$ cat src/hdl/mia_pkg.sv
// Function
// - A source is a candidate only while its request is 1 and mask is 0.
// - Vectored acceptance only while the global interrupt enable is 1.
// - While a higher level is in service, lower level requests are not accepted.
// - Request to start of vectored servicing takes 9 to 14 clocks.
// - A subroutine return in progress may stretch acceptance past the maximum.
// - Among simultaneous requests, the best programmed priority level wins.
// - On equal level, the lowest source index (default order) wins.
// - Blocked requests stay pending and are taken once all conditions hold.
// - On acceptance, the status word is pushed first, the program counter second.
// - On acceptance, enable clears and the source level goes to in-service flags.
// - After stacking, load the source's vector table entry into the program counter.
// - A return-from-interrupt instruction restores the saved status word.
// - After stop release, wait 10 clocks if vectoring follows, else 5.
// - Short stabilization selections still keep the core halted for 61 us.
`default_nettype none

package mia_pkg;

  // ==========================================================
  // Widths
  localparam int N_SRC     = 8;
  localparam int IDX_W     = 3;
  localparam int DW        = 8;
  localparam int AW        = 4;
  localparam int CNT_W     = 16;
  localparam int PSW_W     = 3;
  localparam int EVT_W     = 2;
  localparam int OSC_SEL_W = 3;
  localparam int PC_W      = 16;

  // ==========================================================
  // Register offsets
  localparam logic [AW-1:0] OFS_REQ      = 4'h0;
  localparam logic [AW-1:0] OFS_MASK     = 4'h1;
  localparam logic [AW-1:0] OFS_PRIO_LO  = 4'h2;
  localparam logic [AW-1:0] OFS_PRIO_HI  = 4'h3;
  localparam logic [AW-1:0] OFS_PSW      = 4'h4;
  localparam logic [AW-1:0] OFS_OSC      = 4'h5;
  localparam logic [AW-1:0] OFS_EVT_STAT = 4'h6;
  localparam logic [AW-1:0] OFS_EVT_MASK = 4'h7;
  localparam logic [AW-1:0] OFS_ACK_SRC  = 4'h8;

  // ==========================================================
  // Field positions and reset values
  localparam int PSW_IE_BIT     = 0;
  localparam int PSW_IN_SERVICE_PRIORITY_LO_BIT   = 1;
  localparam int PSW_IN_SERVICE_PRIORITY_HI_BIT   = 2;
  localparam int EVT_ACCEPT_BIT = 0;
  localparam int EVT_WAKE_BIT   = 1;

  localparam logic [N_SRC-1:0]     REQ_RST   = 8'h00;
  localparam logic [N_SRC-1:0]     MASK_RST  = 8'hff;
  localparam logic [N_SRC-1:0]     PRIO_RST  = 8'hff;
  localparam logic [PSW_W-1:0]     PSW_RST   = 3'h6;
  localparam logic [OSC_SEL_W-1:0] OSC_RST   = 3'h0;
  localparam logic [EVT_W-1:0]     EVT_RST   = 2'h0;
  localparam logic [1:0]           ISP_IDLE  = 2'h3;
  localparam logic [PC_W-1:0]      VEC_BASE  = 16'h0004;

  // ==========================================================
  // Timing
  localparam int CLK_PERIOD_NS = 40;
  localparam int LAT_MIN_CLK   = 9;
  localparam int LAT_MAX_CLK   = 14;
  localparam int HALT_MIN_NS   = 61000;
  localparam int REL_VEC_CLK   = 10;
  localparam int REL_NOVEC_CLK = 5;

  // Flag latching takes one cycle and the first push is visible one cycle after the decision
  localparam logic [CNT_W-1:0] LAT_MIN_CNT  = 16'(LAT_MIN_CLK - 2);
  localparam logic [CNT_W-1:0] LAT_MAX_CNT  = 16'(LAT_MAX_CLK - 2);
  localparam logic [CNT_W-1:0] HALT_MIN_CYC =
    16'((HALT_MIN_NS + CLK_PERIOD_NS - 1) / CLK_PERIOD_NS);
  localparam logic [CNT_W-1:0] REL_VEC_LAST   = 16'(REL_VEC_CLK - 1);
  localparam logic [CNT_W-1:0] REL_NOVEC_LAST = 16'(REL_NOVEC_CLK - 1);

  // ==========================================================
  // State types
  typedef enum logic [1:0] {
    SVC_IDLE     = 2'b00,
    SVC_PUSH_PSW = 2'b01,
    SVC_PUSH_PC  = 2'b10,
    SVC_VECTOR   = 2'b11
  } mia_svc_t;

  typedef enum logic [1:0] {
    STP_RUN     = 2'b00,
    STP_STOPPED = 2'b01,
    STP_OSC     = 2'b10,
    STP_REL     = 2'b11
  } mia_stop_t;

endpackage

`default_nettype wire

$ cat src/hdl/mia_arbiter.sv
`default_nettype none

module mia_arbiter import mia_pkg::*; (
  input  wire logic [N_SRC-1:0] pend_i,
  input  wire logic [N_SRC-1:0] lvl_lo_i,
  input  wire logic [N_SRC-1:0] lvl_hi_i,
  output logic                  valid_o,
  output logic [IDX_W-1:0]      idx_o,
  output logic [1:0]            lvl_o
);

  // ==========================================================
  // Level 0 is best; scanning downward lets low indices win ties
  always_comb begin
    valid_o = 1'b0;
    idx_o   = '0;
    lvl_o   = ISP_IDLE;
    for (int i = N_SRC - 1; i >= 0; i--) begin
      if (pend_i[i] && (!valid_o || ({lvl_hi_i[i], lvl_lo_i[i]} <= lvl_o))) begin
        valid_o = 1'b1;
        idx_o   = IDX_W'(i);
        lvl_o   = {lvl_hi_i[i], lvl_lo_i[i]};
      end
    end
  end

endmodule

`default_nettype wire

$ cat src/hdl/mia_counter.sv
`default_nettype none

module mia_counter import mia_pkg::*; #(
  parameter int W = CNT_W
) (
  input  wire logic         clk_i,
  input  wire logic         rst_n_i,
  input  wire logic         clr_i,
  input  wire logic         en_i,
  output logic [W-1:0]      cnt_o
);

  // ==========================================================
  // Saturating up counter, so a long stall never wraps to zero
  always_ff @(posedge clk_i or negedge rst_n_i) begin
    if (!rst_n_i) begin
      cnt_o <= '0;
    end else if (clr_i) begin
      cnt_o <= '0;
    end else if (en_i && (cnt_o != {W{1'b1}})) begin
      cnt_o <= cnt_o + W'(1);
    end
  end

endmodule

`default_nettype wire

$ cat src/hdl/mia_top.sv
// Design decisions made here: the strobed register port and the placing of the registers.
`default_nettype none

module mia_top import mia_pkg::*; #(
  parameter logic [CNT_W-1:0] OSC_BASE_CYC = 16'h0100
) (
  input  wire logic             clk_i,
  input  wire logic             resetn_i,
  input  wire logic [AW-1:0]    reg_addr_i,
  input  wire logic [DW-1:0]    reg_wdata_i,
  input  wire logic             reg_we_i,
  input  wire logic             reg_re_i,
  output logic [DW-1:0]         reg_rdata_o,
  input  wire logic [N_SRC-1:0] req_set_i,
  input  wire logic             instr_boundary_i,
  input  wire logic             ret_exec_i,
  input  wire logic             return_from_interrupt_instr_i,
  input  wire logic [PSW_W-1:0] return_from_interrupt_instr_psw_i,
  input  wire logic [PC_W-1:0]  pc_i,
  input  wire logic             stop_enter_i,
  output logic                  push_valid_o,
  output logic [PC_W-1:0]       push_data_o,
  output logic                  vec_load_o,
  output logic [PC_W-1:0]       vec_addr_o,
  output logic                  halt_o,
  output logic                  irq_o
);

  // ==========================================================
  // Reset release
  logic rst_meta;
  logic rst_n;

  always_ff @(posedge clk_i or negedge resetn_i) begin
    if (!resetn_i) begin
      rst_meta <= 1'b0;
      rst_n    <= 1'b0;
    end else begin
      rst_meta <= 1'b1;
      rst_n    <= rst_meta;
    end
  end

  // ==========================================================
  // State
  logic [N_SRC-1:0]     req_flag;
  logic [N_SRC-1:0]     interrupt_mask_flag;
  logic [N_SRC-1:0]     prio_lo;
  logic [N_SRC-1:0]     prio_hi;
  logic [PSW_W-1:0]     processor_status_word;
  logic [OSC_SEL_W-1:0] osc_stabilization_select;
  logic [EVT_W-1:0]     evt_stat;
  logic [EVT_W-1:0]     evt_mask;
  logic [IDX_W-1:0]     ack_idx;
  logic                 rel_vec;
  mia_svc_t             svc_state;
  mia_svc_t             next_svc_state;
  mia_stop_t            stop_state;
  mia_stop_t            next_stop_state;

  // ==========================================================
  // Register decode
  wire wr_req  = reg_we_i && (reg_addr_i == OFS_REQ);
  wire wr_mask = reg_we_i && (reg_addr_i == OFS_MASK);
  wire wr_plo  = reg_we_i && (reg_addr_i == OFS_PRIO_LO);
  wire wr_phi  = reg_we_i && (reg_addr_i == OFS_PRIO_HI);
  wire wr_psw  = reg_we_i && (reg_addr_i == OFS_PSW);
  wire wr_osc  = reg_we_i && (reg_addr_i == OFS_OSC);
  wire wr_est  = reg_we_i && (reg_addr_i == OFS_EVT_STAT);
  wire wr_emk  = reg_we_i && (reg_addr_i == OFS_EVT_MASK);

  // ==========================================================
  // Candidate selection
  wire                 global_int_enable      = processor_status_word[PSW_IE_BIT];
  wire                 in_service_priority_hi = processor_status_word[PSW_IN_SERVICE_PRIORITY_HI_BIT];
  wire                 in_service_priority_lo = processor_status_word[PSW_IN_SERVICE_PRIORITY_LO_BIT];
  wire [1:0]           isp = {in_service_priority_hi, in_service_priority_lo};
  wire [N_SRC-1:0]     pend = req_flag & ~interrupt_mask_flag;
  wire                 cand_valid;
  wire [IDX_W-1:0]     cand_idx;
  wire [1:0]           cand_lvl;

  mia_arbiter u_arb (
    .pend_i   (pend),
    .lvl_lo_i (prio_lo),
    .lvl_hi_i (prio_hi),
    .valid_o  (cand_valid),
    .idx_o    (cand_idx),
    .lvl_o    (cand_lvl)
  );

  // Same level as the one in service is held back as well
  wire lvl_ok   = (isp == ISP_IDLE) || (cand_lvl < isp);
  wire eligible = cand_valid && global_int_enable && lvl_ok;

  // ==========================================================
  // Acceptance latency
  wire [CNT_W-1:0] lat_cnt;
  wire             lat_clr = !((svc_state == SVC_IDLE) && eligible);

  mia_counter #(.W(CNT_W)) u_lat (
    .clk_i   (clk_i),
    .rst_n_i (rst_n),
    .clr_i   (lat_clr),
    .en_i    (1'b1),
    .cnt_o   (lat_cnt)
  );

  // A return in flight defers the decision even past the maximum
  wire start = (svc_state == SVC_IDLE) && eligible && !halt_o && !ret_exec_i
             && (lat_cnt >= LAT_MIN_CNT)
             && (instr_boundary_i || (lat_cnt >= LAT_MAX_CNT));

  // ==========================================================
  // Service sequence
  always_comb begin
    case (svc_state)
      SVC_IDLE:     next_svc_state = start ? SVC_PUSH_PSW : SVC_IDLE;
      SVC_PUSH_PSW: next_svc_state = SVC_PUSH_PC;
      SVC_PUSH_PC:  next_svc_state = SVC_VECTOR;
      SVC_VECTOR:   next_svc_state = SVC_IDLE;
      default:      next_svc_state = SVC_IDLE;
    endcase
  end

  wire [PC_W-1:0] next_push_data =
    (next_svc_state == SVC_PUSH_PSW) ? {13'h0000, processor_status_word} :
    (next_svc_state == SVC_PUSH_PC)  ? pc_i : 16'h0000;
  wire [PC_W-1:0] vec_addr = VEC_BASE + {12'h000, ack_idx, 1'b0};

  always_ff @(posedge clk_i or negedge rst_n) begin
    if (!rst_n) begin
      svc_state    <= SVC_IDLE;
      ack_idx      <= '0;
      push_valid_o <= 1'b0;
      push_data_o  <= '0;
      vec_load_o   <= 1'b0;
      vec_addr_o   <= '0;
    end else begin
      svc_state    <= next_svc_state;
      push_valid_o <= (next_svc_state == SVC_PUSH_PSW) || (next_svc_state == SVC_PUSH_PC);
      push_data_o  <= next_push_data;
      vec_load_o   <= (next_svc_state == SVC_VECTOR);
      vec_addr_o   <= (next_svc_state == SVC_VECTOR) ? vec_addr : 16'h0000;
      if (start) begin
        ack_idx <= cand_idx;
      end
    end
  end

  // ==========================================================
  // Status word
  logic [PSW_W-1:0] next_psw;

  always_comb begin
    next_psw = processor_status_word;
    if (start) begin
      next_psw[PSW_IE_BIT]   = 1'b0;
      next_psw[PSW_IN_SERVICE_PRIORITY_HI_BIT] = cand_lvl[1];
      next_psw[PSW_IN_SERVICE_PRIORITY_LO_BIT] = cand_lvl[0];
    end else if (return_from_interrupt_instr_i) begin
      next_psw = return_from_interrupt_instr_psw_i;
    end else if (wr_psw) begin
      next_psw = reg_wdata_i[PSW_W-1:0];
    end
  end

  // ==========================================================
  // Request flags: a new event beats either clear
  wire [N_SRC-1:0] ack_clr  = start ? (8'h01 << cand_idx) : 8'h00;
  wire [N_SRC-1:0] sw_clr   = wr_req ? reg_wdata_i : 8'h00;
  wire [N_SRC-1:0] next_req = (req_flag & ~sw_clr & ~ack_clr) | req_set_i;

  always_ff @(posedge clk_i or negedge rst_n) begin
    if (!rst_n) begin
      req_flag                 <= REQ_RST;
      interrupt_mask_flag      <= MASK_RST;
      prio_lo                  <= PRIO_RST;
      prio_hi                  <= PRIO_RST;
      processor_status_word    <= PSW_RST;
      osc_stabilization_select <= OSC_RST;
    end else begin
      req_flag              <= next_req;
      processor_status_word <= next_psw;
      if (wr_mask) begin
        interrupt_mask_flag <= reg_wdata_i;
      end
      if (wr_plo) begin
        prio_lo <= reg_wdata_i;
      end
      if (wr_phi) begin
        prio_hi <= reg_wdata_i;
      end
      if (wr_osc) begin
        osc_stabilization_select <= reg_wdata_i[OSC_SEL_W-1:0];
      end
    end
  end

  // ==========================================================
  // Stop release
  wire [CNT_W-1:0] wait_cnt;
  wire             wake_pend  = |pend;
  wire [CNT_W-1:0] osc_cyc    = OSC_BASE_CYC << osc_stabilization_select;
  wire [CNT_W-1:0] osc_target = (osc_cyc <= HALT_MIN_CYC) ? HALT_MIN_CYC : osc_cyc;
  wire [CNT_W-1:0] osc_last   = osc_target - 16'h0001;
  wire [CNT_W-1:0] rel_last   = rel_vec ? REL_VEC_LAST : REL_NOVEC_LAST;

  always_comb begin
    case (stop_state)
      STP_RUN:     next_stop_state = stop_enter_i ? STP_STOPPED : STP_RUN;
      STP_STOPPED: next_stop_state = wake_pend ? STP_OSC : STP_STOPPED;
      STP_OSC:     next_stop_state = (wait_cnt >= osc_last) ? STP_REL : STP_OSC;
      STP_REL:     next_stop_state = (wait_cnt >= rel_last) ? STP_RUN : STP_REL;
      default:     next_stop_state = STP_RUN;
    endcase
  end

  mia_counter #(.W(CNT_W)) u_wait (
    .clk_i   (clk_i),
    .rst_n_i (rst_n),
    .clr_i   (stop_state != next_stop_state),
    .en_i    (1'b1),
    .cnt_o   (wait_cnt)
  );

  wire wake_done = (stop_state == STP_REL) && (next_stop_state == STP_RUN);

  always_ff @(posedge clk_i or negedge rst_n) begin
    if (!rst_n) begin
      stop_state <= STP_RUN;
      halt_o     <= 1'b0;
      rel_vec    <= 1'b0;
    end else begin
      stop_state <= next_stop_state;
      halt_o     <= (next_stop_state != STP_RUN);
      if ((stop_state == STP_OSC) && (next_stop_state == STP_REL)) begin
        rel_vec <= eligible;
      end
    end
  end

  // ==========================================================
  // Event status and interrupt line
  wire [EVT_W-1:0] evt_set       = {wake_done, start};
  wire [EVT_W-1:0] evt_clr       = wr_est ? reg_wdata_i[EVT_W-1:0] : 2'h0;
  wire [EVT_W-1:0] next_evt_stat = (evt_stat & ~evt_clr) | evt_set;
  wire [EVT_W-1:0] next_evt_mask = wr_emk ? reg_wdata_i[EVT_W-1:0] : evt_mask;

  always_ff @(posedge clk_i or negedge rst_n) begin
    if (!rst_n) begin
      evt_stat <= EVT_RST;
      evt_mask <= EVT_RST;
      irq_o    <= 1'b0;
    end else begin
      evt_stat <= next_evt_stat;
      evt_mask <= next_evt_mask;
      irq_o    <= |(next_evt_stat & next_evt_mask);
    end
  end

  // ==========================================================
  // Read path; unmapped offsets read zero
  wire [DW-1:0] rd_mux =
    (reg_addr_i == OFS_REQ)      ? req_flag :
    (reg_addr_i == OFS_MASK)     ? interrupt_mask_flag :
    (reg_addr_i == OFS_PRIO_LO)  ? prio_lo :
    (reg_addr_i == OFS_PRIO_HI)  ? prio_hi :
    (reg_addr_i == OFS_PSW)      ? {5'h00, processor_status_word} :
    (reg_addr_i == OFS_OSC)      ? {5'h00, osc_stabilization_select} :
    (reg_addr_i == OFS_EVT_STAT) ? {6'h00, evt_stat} :
    (reg_addr_i == OFS_EVT_MASK) ? {6'h00, evt_mask} :
    (reg_addr_i == OFS_ACK_SRC)  ? {5'h00, ack_idx} : 8'h00;

  always_ff @(posedge clk_i or negedge rst_n) begin
    if (!rst_n) begin
      reg_rdata_o <= '0;
    end else begin
      reg_rdata_o <= reg_re_i ? rd_mux : 8'h00;
    end
  end

endmodule

`default_nettype wire

$ cat config.mk
export PLATFORM = sky130hd
export DESIGN_NAME = mia_top
export DESIGN_NICKNAME = d
export VERILOG_FILES = /design/src/hdl/mia_pkg.sv /design/src/hdl/mia_arbiter.sv /design/src/hdl/mia_counter.sv /design/src/hdl/mia_top.sv
export SDC_FILE = /design/constraint.sdc
export NUM_CORES = 1
export LEC_CHECK = 0
export ABC_AREA = 1
export BUFFER_PORTS_ARGS = -buffer_cell sky130_fd_sc_hd__buf_4
export CORE_MARGIN = 2
export CORE_UTILIZATION = 60
export CTS_CLUSTER_DIAMETER = 40
export DETAILED_ROUTE_END_ITERATION = 10
export HOLD_SLACK_MARGIN = 0.06
export MAX_ROUTING_LAYER = met4
export PLACE_DENSITY = 0.87
export SLEW_MARGIN = 20
export SYNTH_ARGS = -nofsm -noshare
export SYNTH_HDL_FRONTEND = slang
export SYNTH_HIERARCHICAL = 1
export SYNTH_SLANG_ARGS = --single-unit
$ cat constraint.sdc
create_clock -name clk_i -period 9.4 [get_ports clk_i]
set_input_delay 0.47 -clock clk_i [delete_from_list [all_inputs] [get_ports clk_i]]
set_output_delay 0.47 -clock clk_i [all_outputs]
set_load 0.01 [all_outputs]
== Word level (Yosys, flattened, before mapping) ==
Cells that the tools add are included.
Storage, ports and cells
  word-level logic and storage cells: 185
  bits of input ports: 47
  register bits after elaboration: 117
  output and inout bits: 44
Cells by class
  bitwise logic cells: 11
  equal/unequal tests: 23
  reductions and logical operators: 52
  $add $sub $neg: 4
  muxes and demuxes: 57
  $lt $le $gt $ge: 13
  shift-type cells: 2
Operator list (number)
  2-to-1 mux 16 bit: 7
  2-to-1 mux 8 bit: 7
  2-to-1 mux 3 bit: 16
  adder 16 x 1 -> 16 bit, second input constant: 2
  inequality test 16 bit, second input constant: 2
  AND 8 bit: 3
  logical AND 1 bit: 24
  2-to-1 mux 2 bit: 12
  inverter 8 bit: 3
  equality test 2 bit, second input constant: 8
  equality test 4 x 3 -> 1 bit, second input constant: 4
  >= comparator 16 bit: 1
  >= comparator 16 x 3 -> 1 bit, second input constant: 1
  >= comparator 16 x 4 -> 1 bit: 1
  >= comparator 16 x 4 -> 1 bit, second input constant: 1
  less-or-equal comparator 16 x 11 -> 1 bit, second input constant: 1
  case mux 2 bit (4 select lines): 2
  << shifter 9 x 3 -> 16 bit, first input constant: 1
  subtractor 16 x 1 -> 16 bit, second input constant: 1
  less-or-equal comparator 2 bit: 7
  2-to-1 mux 1 bit: 11
  logical OR 1 bit: 10
  logical NOT 1 bit: 9
  equality test 4 x 2 -> 1 bit, second input constant: 2
  other kinds (20): 26

== Logic depth before layout (Yosys ltp) ==
  word-level depth: 44
  depth in mapped cells: 71
  depth with buffers taken out: 70

== Cells and area by module ==
Netlist, hierarchy kept.
By module, submodules not included
  mia_top: cells each 561, area an instance 4470.5 um^2, instances 1, sequential area each 2134.5 um^2
  mia_counter: cells each 144, area an instance 1037.2 um^2, instances 2, sequential area each 400.4 um^2
  mia_arbiter: cells each 132, area an instance 737.0 um^2, instances 1, sequential area each 0.0 um^2

== Worst setup path after synthesis ==
Ideal clock, no wire load.
  kind: reg2reg
  from: reg req_flag[7]
  to: reg u_lat.cnt_o[2]
  buffers on the path: 1
  stages on the path, launching flop included: 67
  period minus slack after synthesis: 8136 ps
  required time: 9334 ps
  library setup time: 66 ps
  path slack: 1264 ps
  data arrival time: 8070 ps
  path through: dfrtp_1 inv_1 nor2_1 inv_1 or2_1 ha_1 a21oi_1 nand2_1 nand2_1 nand2_1 and2_1 ha_1 nand2_1 inv_1 nor2_1 nand2_1 nand2_1 inv_1 (+31 left out) or2_1 nand2_1 ha_1 a21oi_1 a21oi_1 a21oi_2 inv_1 nand3_1 nand2_1 ha_1 o21ai_0 a21oi_1 nor2_4 nand2_1 inv_1 buf_1 nand4_1 nand2_1
Between the ends
  longest elaborated chain between the ends: 35
RTL lines
  from (decl): line mia_top.sv:46  | logic [N_SRC-1:0] req_flag;
  from (signal assigned): line mia_top.sv:183  | req_flag <= next_req;
  AND 8 bit *: line mia_top.sv:78  | wire [N_SRC-1:0] pend = req_flag & ~interrupt_mask_flag;
  net pend[7]: line mia_top.sv:78
  2-to-1 mux 2 bit / 2-to-1 mux 1 bit (equally long branches): line mia_arbiter.sv:19  | if (pend_i[i] && (!valid_o || ({lvl_hi_i[i], lvl_lo_i[i]} <= lvl_o))) begin
  less-or-equal comparator 2 bit / logical NOT 1 bit (equally long branches): line mia_arbiter.sv:19
  logical OR 1 bit: line mia_arbiter.sv:19
  logical AND 1 bit: line mia_arbiter.sv:19
  2-to-1 mux 2 bit / 2-to-1 mux 1 bit (equally long branches): line mia_arbiter.sv:19
  less-or-equal comparator 2 bit / logical NOT 1 bit (equally long branches): line mia_arbiter.sv:19
  (+21 left out)
  logical AND 1 bit: line mia_arbiter.sv:19
  2-to-1 mux 2 bit *: line mia_arbiter.sv:19
  net cand_lvl[1]: line mia_top.sv:81  | wire [1:0] cand_lvl;
  < comparator 2 bit *: line mia_top.sv:93  | wire lvl_ok = (isp == ISP_IDLE) || (cand_lvl < isp);
  logical OR 1 bit *: line mia_top.sv:93
  logical AND 1 bit *: line mia_top.sv:94  | wire eligible = cand_valid && global_int_enable && lvl_ok;
  logical AND 1 bit *: line mia_top.sv:99  | wire lat_clr = !((svc_state == SVC_IDLE) && eligible);
  inequality test 2 x 1 -> 1 bit (no source line) / 2-to-1 mux 16 bit (equally long branches)
  to (signal assigned): line mia_counter.sv:21  | cnt_o <= cnt_o + W'(1);
  to (decl): line mia_counter.sv:10  | output logic [W-1:0] cnt_o
The timed path passes the listed nets; every way through them passes the cells marked *.
A chain may end at the register's enable or synchronous reset.

== Worst setup path after layout ==
  from: reg req_flag[7]
  to: reg u_lat.cnt_o[3]
The elaborated chain is that of the path after synthesis.

==> metrics.yaml <==
status:
  status: "completed"
timing:
  hold_violations: 0
  max-slew-margin-rel_pct: 40.0
  setup_viol: 0
  worst-slew-pin-transition_ns: 0.897
  fin_ws_ns: 0.560
  max_freq_mhz: 113
  finClkSkew_ns: 0.00891
  final.period_utilization_pct: 94.0
  slew_viol_final: 0
  timing.final.crit_period_ns: 8.84
  timing.setup.tns_ns: 0
cts:
  clk_pin_slew_ns: 0.05
  clockBufferDepth: 2
  cts_tree: "yes"
  clkSinkCount: 116
  worstSkewPairLatency_ns: 0.42
  root_buffer: "clkbuf_16"
  htree_levels: 4
  cts_made_buffers: 17
floorplanning:
  start_util_pct: 61.1
  die_h_um: 114
  dieWidth_um: 114
  die_area_um2: 13000
  io-pin-count: 91
  core_um2: 11900
  rows: 40
routing:
  viasPerCell: 5.53
  drtIter0Drc: 651
  dr.pass1.iters: 6
  drtAntennaViolNets: 0
  drt_wl_total_um: 18900
  drc: 0
  routedWlPerCell_um: 15.1
  num_vias: 6928
setup_path:
  crit_top_cell: "nand2_1"
  crit_family: "simple AND/OR/NAND/NOR gates"
  end_kind: "register"
  cp-start-kind: "register"
  worst_path_largest_cell_delay_ns: 0.35
  path_buf_inv: 12
  cp.arrival_ns: 9.18
  crit_path_top_delay_cell: "dfrtp_1"
  path_class: "register to register"
  cp_max_fo: 7
  crit_required_ns: 9.74
global_route:
  grt_pass1_vias: 6333
  grt_pass1_wl_um: 29300
  grt_usage_pct: 29.3
  grt_max_degree: 62
  overflow: 0
  antenna_found_initial: 0
synth:
  synth-edff-count: 0
  avgSynthCellArea_um2: 7.42
  synthTopCellsByCount: "nand2_1 (283), inv_1 (145), dfrtp_1 (90), nor2_1 (76), o21ai_0 (67)"
  synth.most_common_cell: "nand2_1"
  synth_seq_cells: 116
  ys.flop_type: "dfrtp_1"
  synth_area_leader_cell: "dfrtp_1"
  synth_seq_area_share_pct: 40.3
  yosys-top-cells-area: "dfrtp_1 (31%), nand2_1 (15%), dfstp_2 (9.4%)"
  ys_types: 46
  syn_inst: 981
  yosys_warnings: 6
  yosysTopAreaCellShare_pct: 30.9
  netlist_area_um2: 7280
  async_reset_ff_share_pct: 100
power:
  p_leak_nw: 4.64
  vdd_drop_max_mv: 0.176
  swShare_pct: 41.0
  comb_power_share_pct: 46.8
  intPower_mw: 1.42
  switching_power_uw: 983
  power.share.clock_pct: 27.4
  seqPwrFrac_pct: 25.9
  power_density_nw_per_um2: 273
placed_design:
  port_buffers: 78
  place_hpwl_um: 12900
  routabilityCongestion: 0.979
  place_ws_ns: 0.267
layout:
  drive_gt1_share_pct: 20.3
  syn_to_final_growth_pct: 20.6
  diodes: 0
  fin_nets: 1175
min_path:
  hp-class: "primary input to register"
run:
  maxCapViolations: 0
==> power by group through the flow <==
stage          sequential [mW]  clock (mW)  combinational (mW)
6_report                 0.621       0.657                1.12
2_1_floorplan            0.610           0               0.757
3_5_place_dp             0.625           0               0.945
4_1_cts                  0.617       0.661               0.954
5_1_grt                  0.627       0.683                1.25
3_3_place_gp             0.623           0               0.913
==> layer usage <==
| metal | wire length, um | track usage [%] | vias to the layer above |
|---|---|---|---|
| met5 | 0 | - | - |
| met4 | 502 | 11.6 | 0 |
| met3 | 1360 | 4.92 | 55 |
| met2 | 8990 | 46.5 | 341 |
| met1 | 8030 | 37.8 | 3216 |
| li1 | - | - | 3316 |
==> worst register-to-register path, delay by kind of cell, from the launching register on <==
family / cells / cell delay, ns
simple gates: 35 / 3.67
fa+ha+maj: 8 / 2.17
compound gates: 12 / 1.60
buf+inv: 12 / 0.98
flops: 1 / 0.35
==> worst paths after layout <==
kind	start	slack, ns	to	cells after the start
worst min-delay path	req_set_i[5]	0.23	req_flag[5]$_DFF_PN0_	3
worst max register to register	req_flag[7]$_DFF_PN0_	0.56	u_lat/cnt_o[3]$_DFFE_PN0P_	67
worst max-delay path	req_flag[7]$_DFF_PN0_	0.56	u_lat/cnt_o[3]$_DFFE_PN0P_	67
worst min register to register	rst_meta$_DFF_PN0_	0.35	rst_n$_DFF_PN0_	0
max in group asynchronous	rst_n$_DFF_PN0_	7.78	push_data_o[8]$_DFF_PN0_	1
min in group asynchronous	resetn_i	0.38	rst_meta$_DFF_PN0_	2
==> stage by stage <==
stage	util, %	power [mW]	hold WS, ns	area, um^2	cells
2_1_floorplan	-	1.37	0.174	7350	999
3_3_place_gp	66.7	1.54	0.254	7950	1200
3_5_place_dp	66.7	1.57	0.255	7950	1200
4_1_cts	71.8	2.23	0.225	8550	1233
5_1_grt	73.7	2.56	0.236	8780	1253
6_report	73.7	2.40	0.232	8780	1253
==> area by class of cell <==
| class | instances | area (um^2) |
|---|---|---|
| Clock buffer | 21 | 460 |
| Timing Repair inverter | 1 | 5.00 |
| Inverter | 150 | 572 |
| Tap cell | 147 | 184 |
| Sequential cell | 116 | 2940 |
| Clock inverter | 11 | 133 |
| Fill cell | 917 | 3130 |
| Timing Repair Buffer | 98 | 754 |
| Multi-Input combinational cell | 709 | 3730 |
==> cells by family (layout without fill, tap and decap cells) <==
kind of cell | Yosys count | count (layout) | share of synthesized area [%]
adders and majority gates | 35 | 35 | 6.01
AOI/OAI and AO/OA | 128 | 128 | 9.88
xor gates and xnor gates | 10 | 10 | 1.20
other | 2 | 20 | 0.103
DFF | 116 | 116 | 40.3
and+or+nand+nor | 515 | 516 | 32.2
buffers and inverters | 175 | 281 | 10.3
==> layout by cell type (no fill, tap or decap), types with 3 or more instances in the layout <==
| master | instances |
|---|---|
| a21oi_1 | 38 |
| a21oi_2 | 3 |
| and2_1 | 7 |
| buf_4 | 95 |
| bufinv_16 | 3 |
| clkbuf_16 | 17 |
| clkinv_2 | 7 |
| conb_1 | 20 |
| dfrtp_1 | 89 |
| dfstp_2 | 26 |
| ha_1 | 35 |
| inv_1 | 142 |
| inv_2 | 5 |
| nand2_1 | 279 |
| nand2_2 | 12 |
| nand2_4 | 6 |
| nand2_8 | 3 |
| nand3_1 | 66 |
| nand3_2 | 3 |
| nand4_1 | 23 |
| nor2_1 | 74 |
| nor2_2 | 12 |
| nor2_4 | 10 |
| nor3_1 | 6 |
| o211ai_1 | 3 |
| o21ai_0 | 61 |
| o21ai_1 | 6 |
| o21bai_1 | 5 |
| o22ai_1 | 4 |
| or2_1 | 5 |
| or2_2 | 5 |
| xnor2_1 | 4 |
| xor2_1 | 6 |
==> state kept, by name, indices dropped and copies added, names as in the netlist, 3 cells and up <==
| register | flops |
|---|---|
| ack_idx | 3 |
| interrupt_mask_flag | 8 |
| osc_stabilization_select | 3 |
| prio_hi | 8 |
| prio_lo | 8 |
| processor_status_word | 3 |
| push_data_o | 16 |
| reg_rdata_o | 8 |
| req_flag | 8 |
| u_lat/cnt_o | 16 |
| u_wait/cnt_o | 16 |
| vec_addr_o | 4 |
==> what timing repair did <==
action,4_1_cts,5_1_grt
hold buffers,1,0
endpoints found under the hold margin,2,0
gates resized for setup,0,23
setup buffers,0,18
setup endpoints to repair,0,50
No activity file was read; power rests on OpenSTA's default activity.
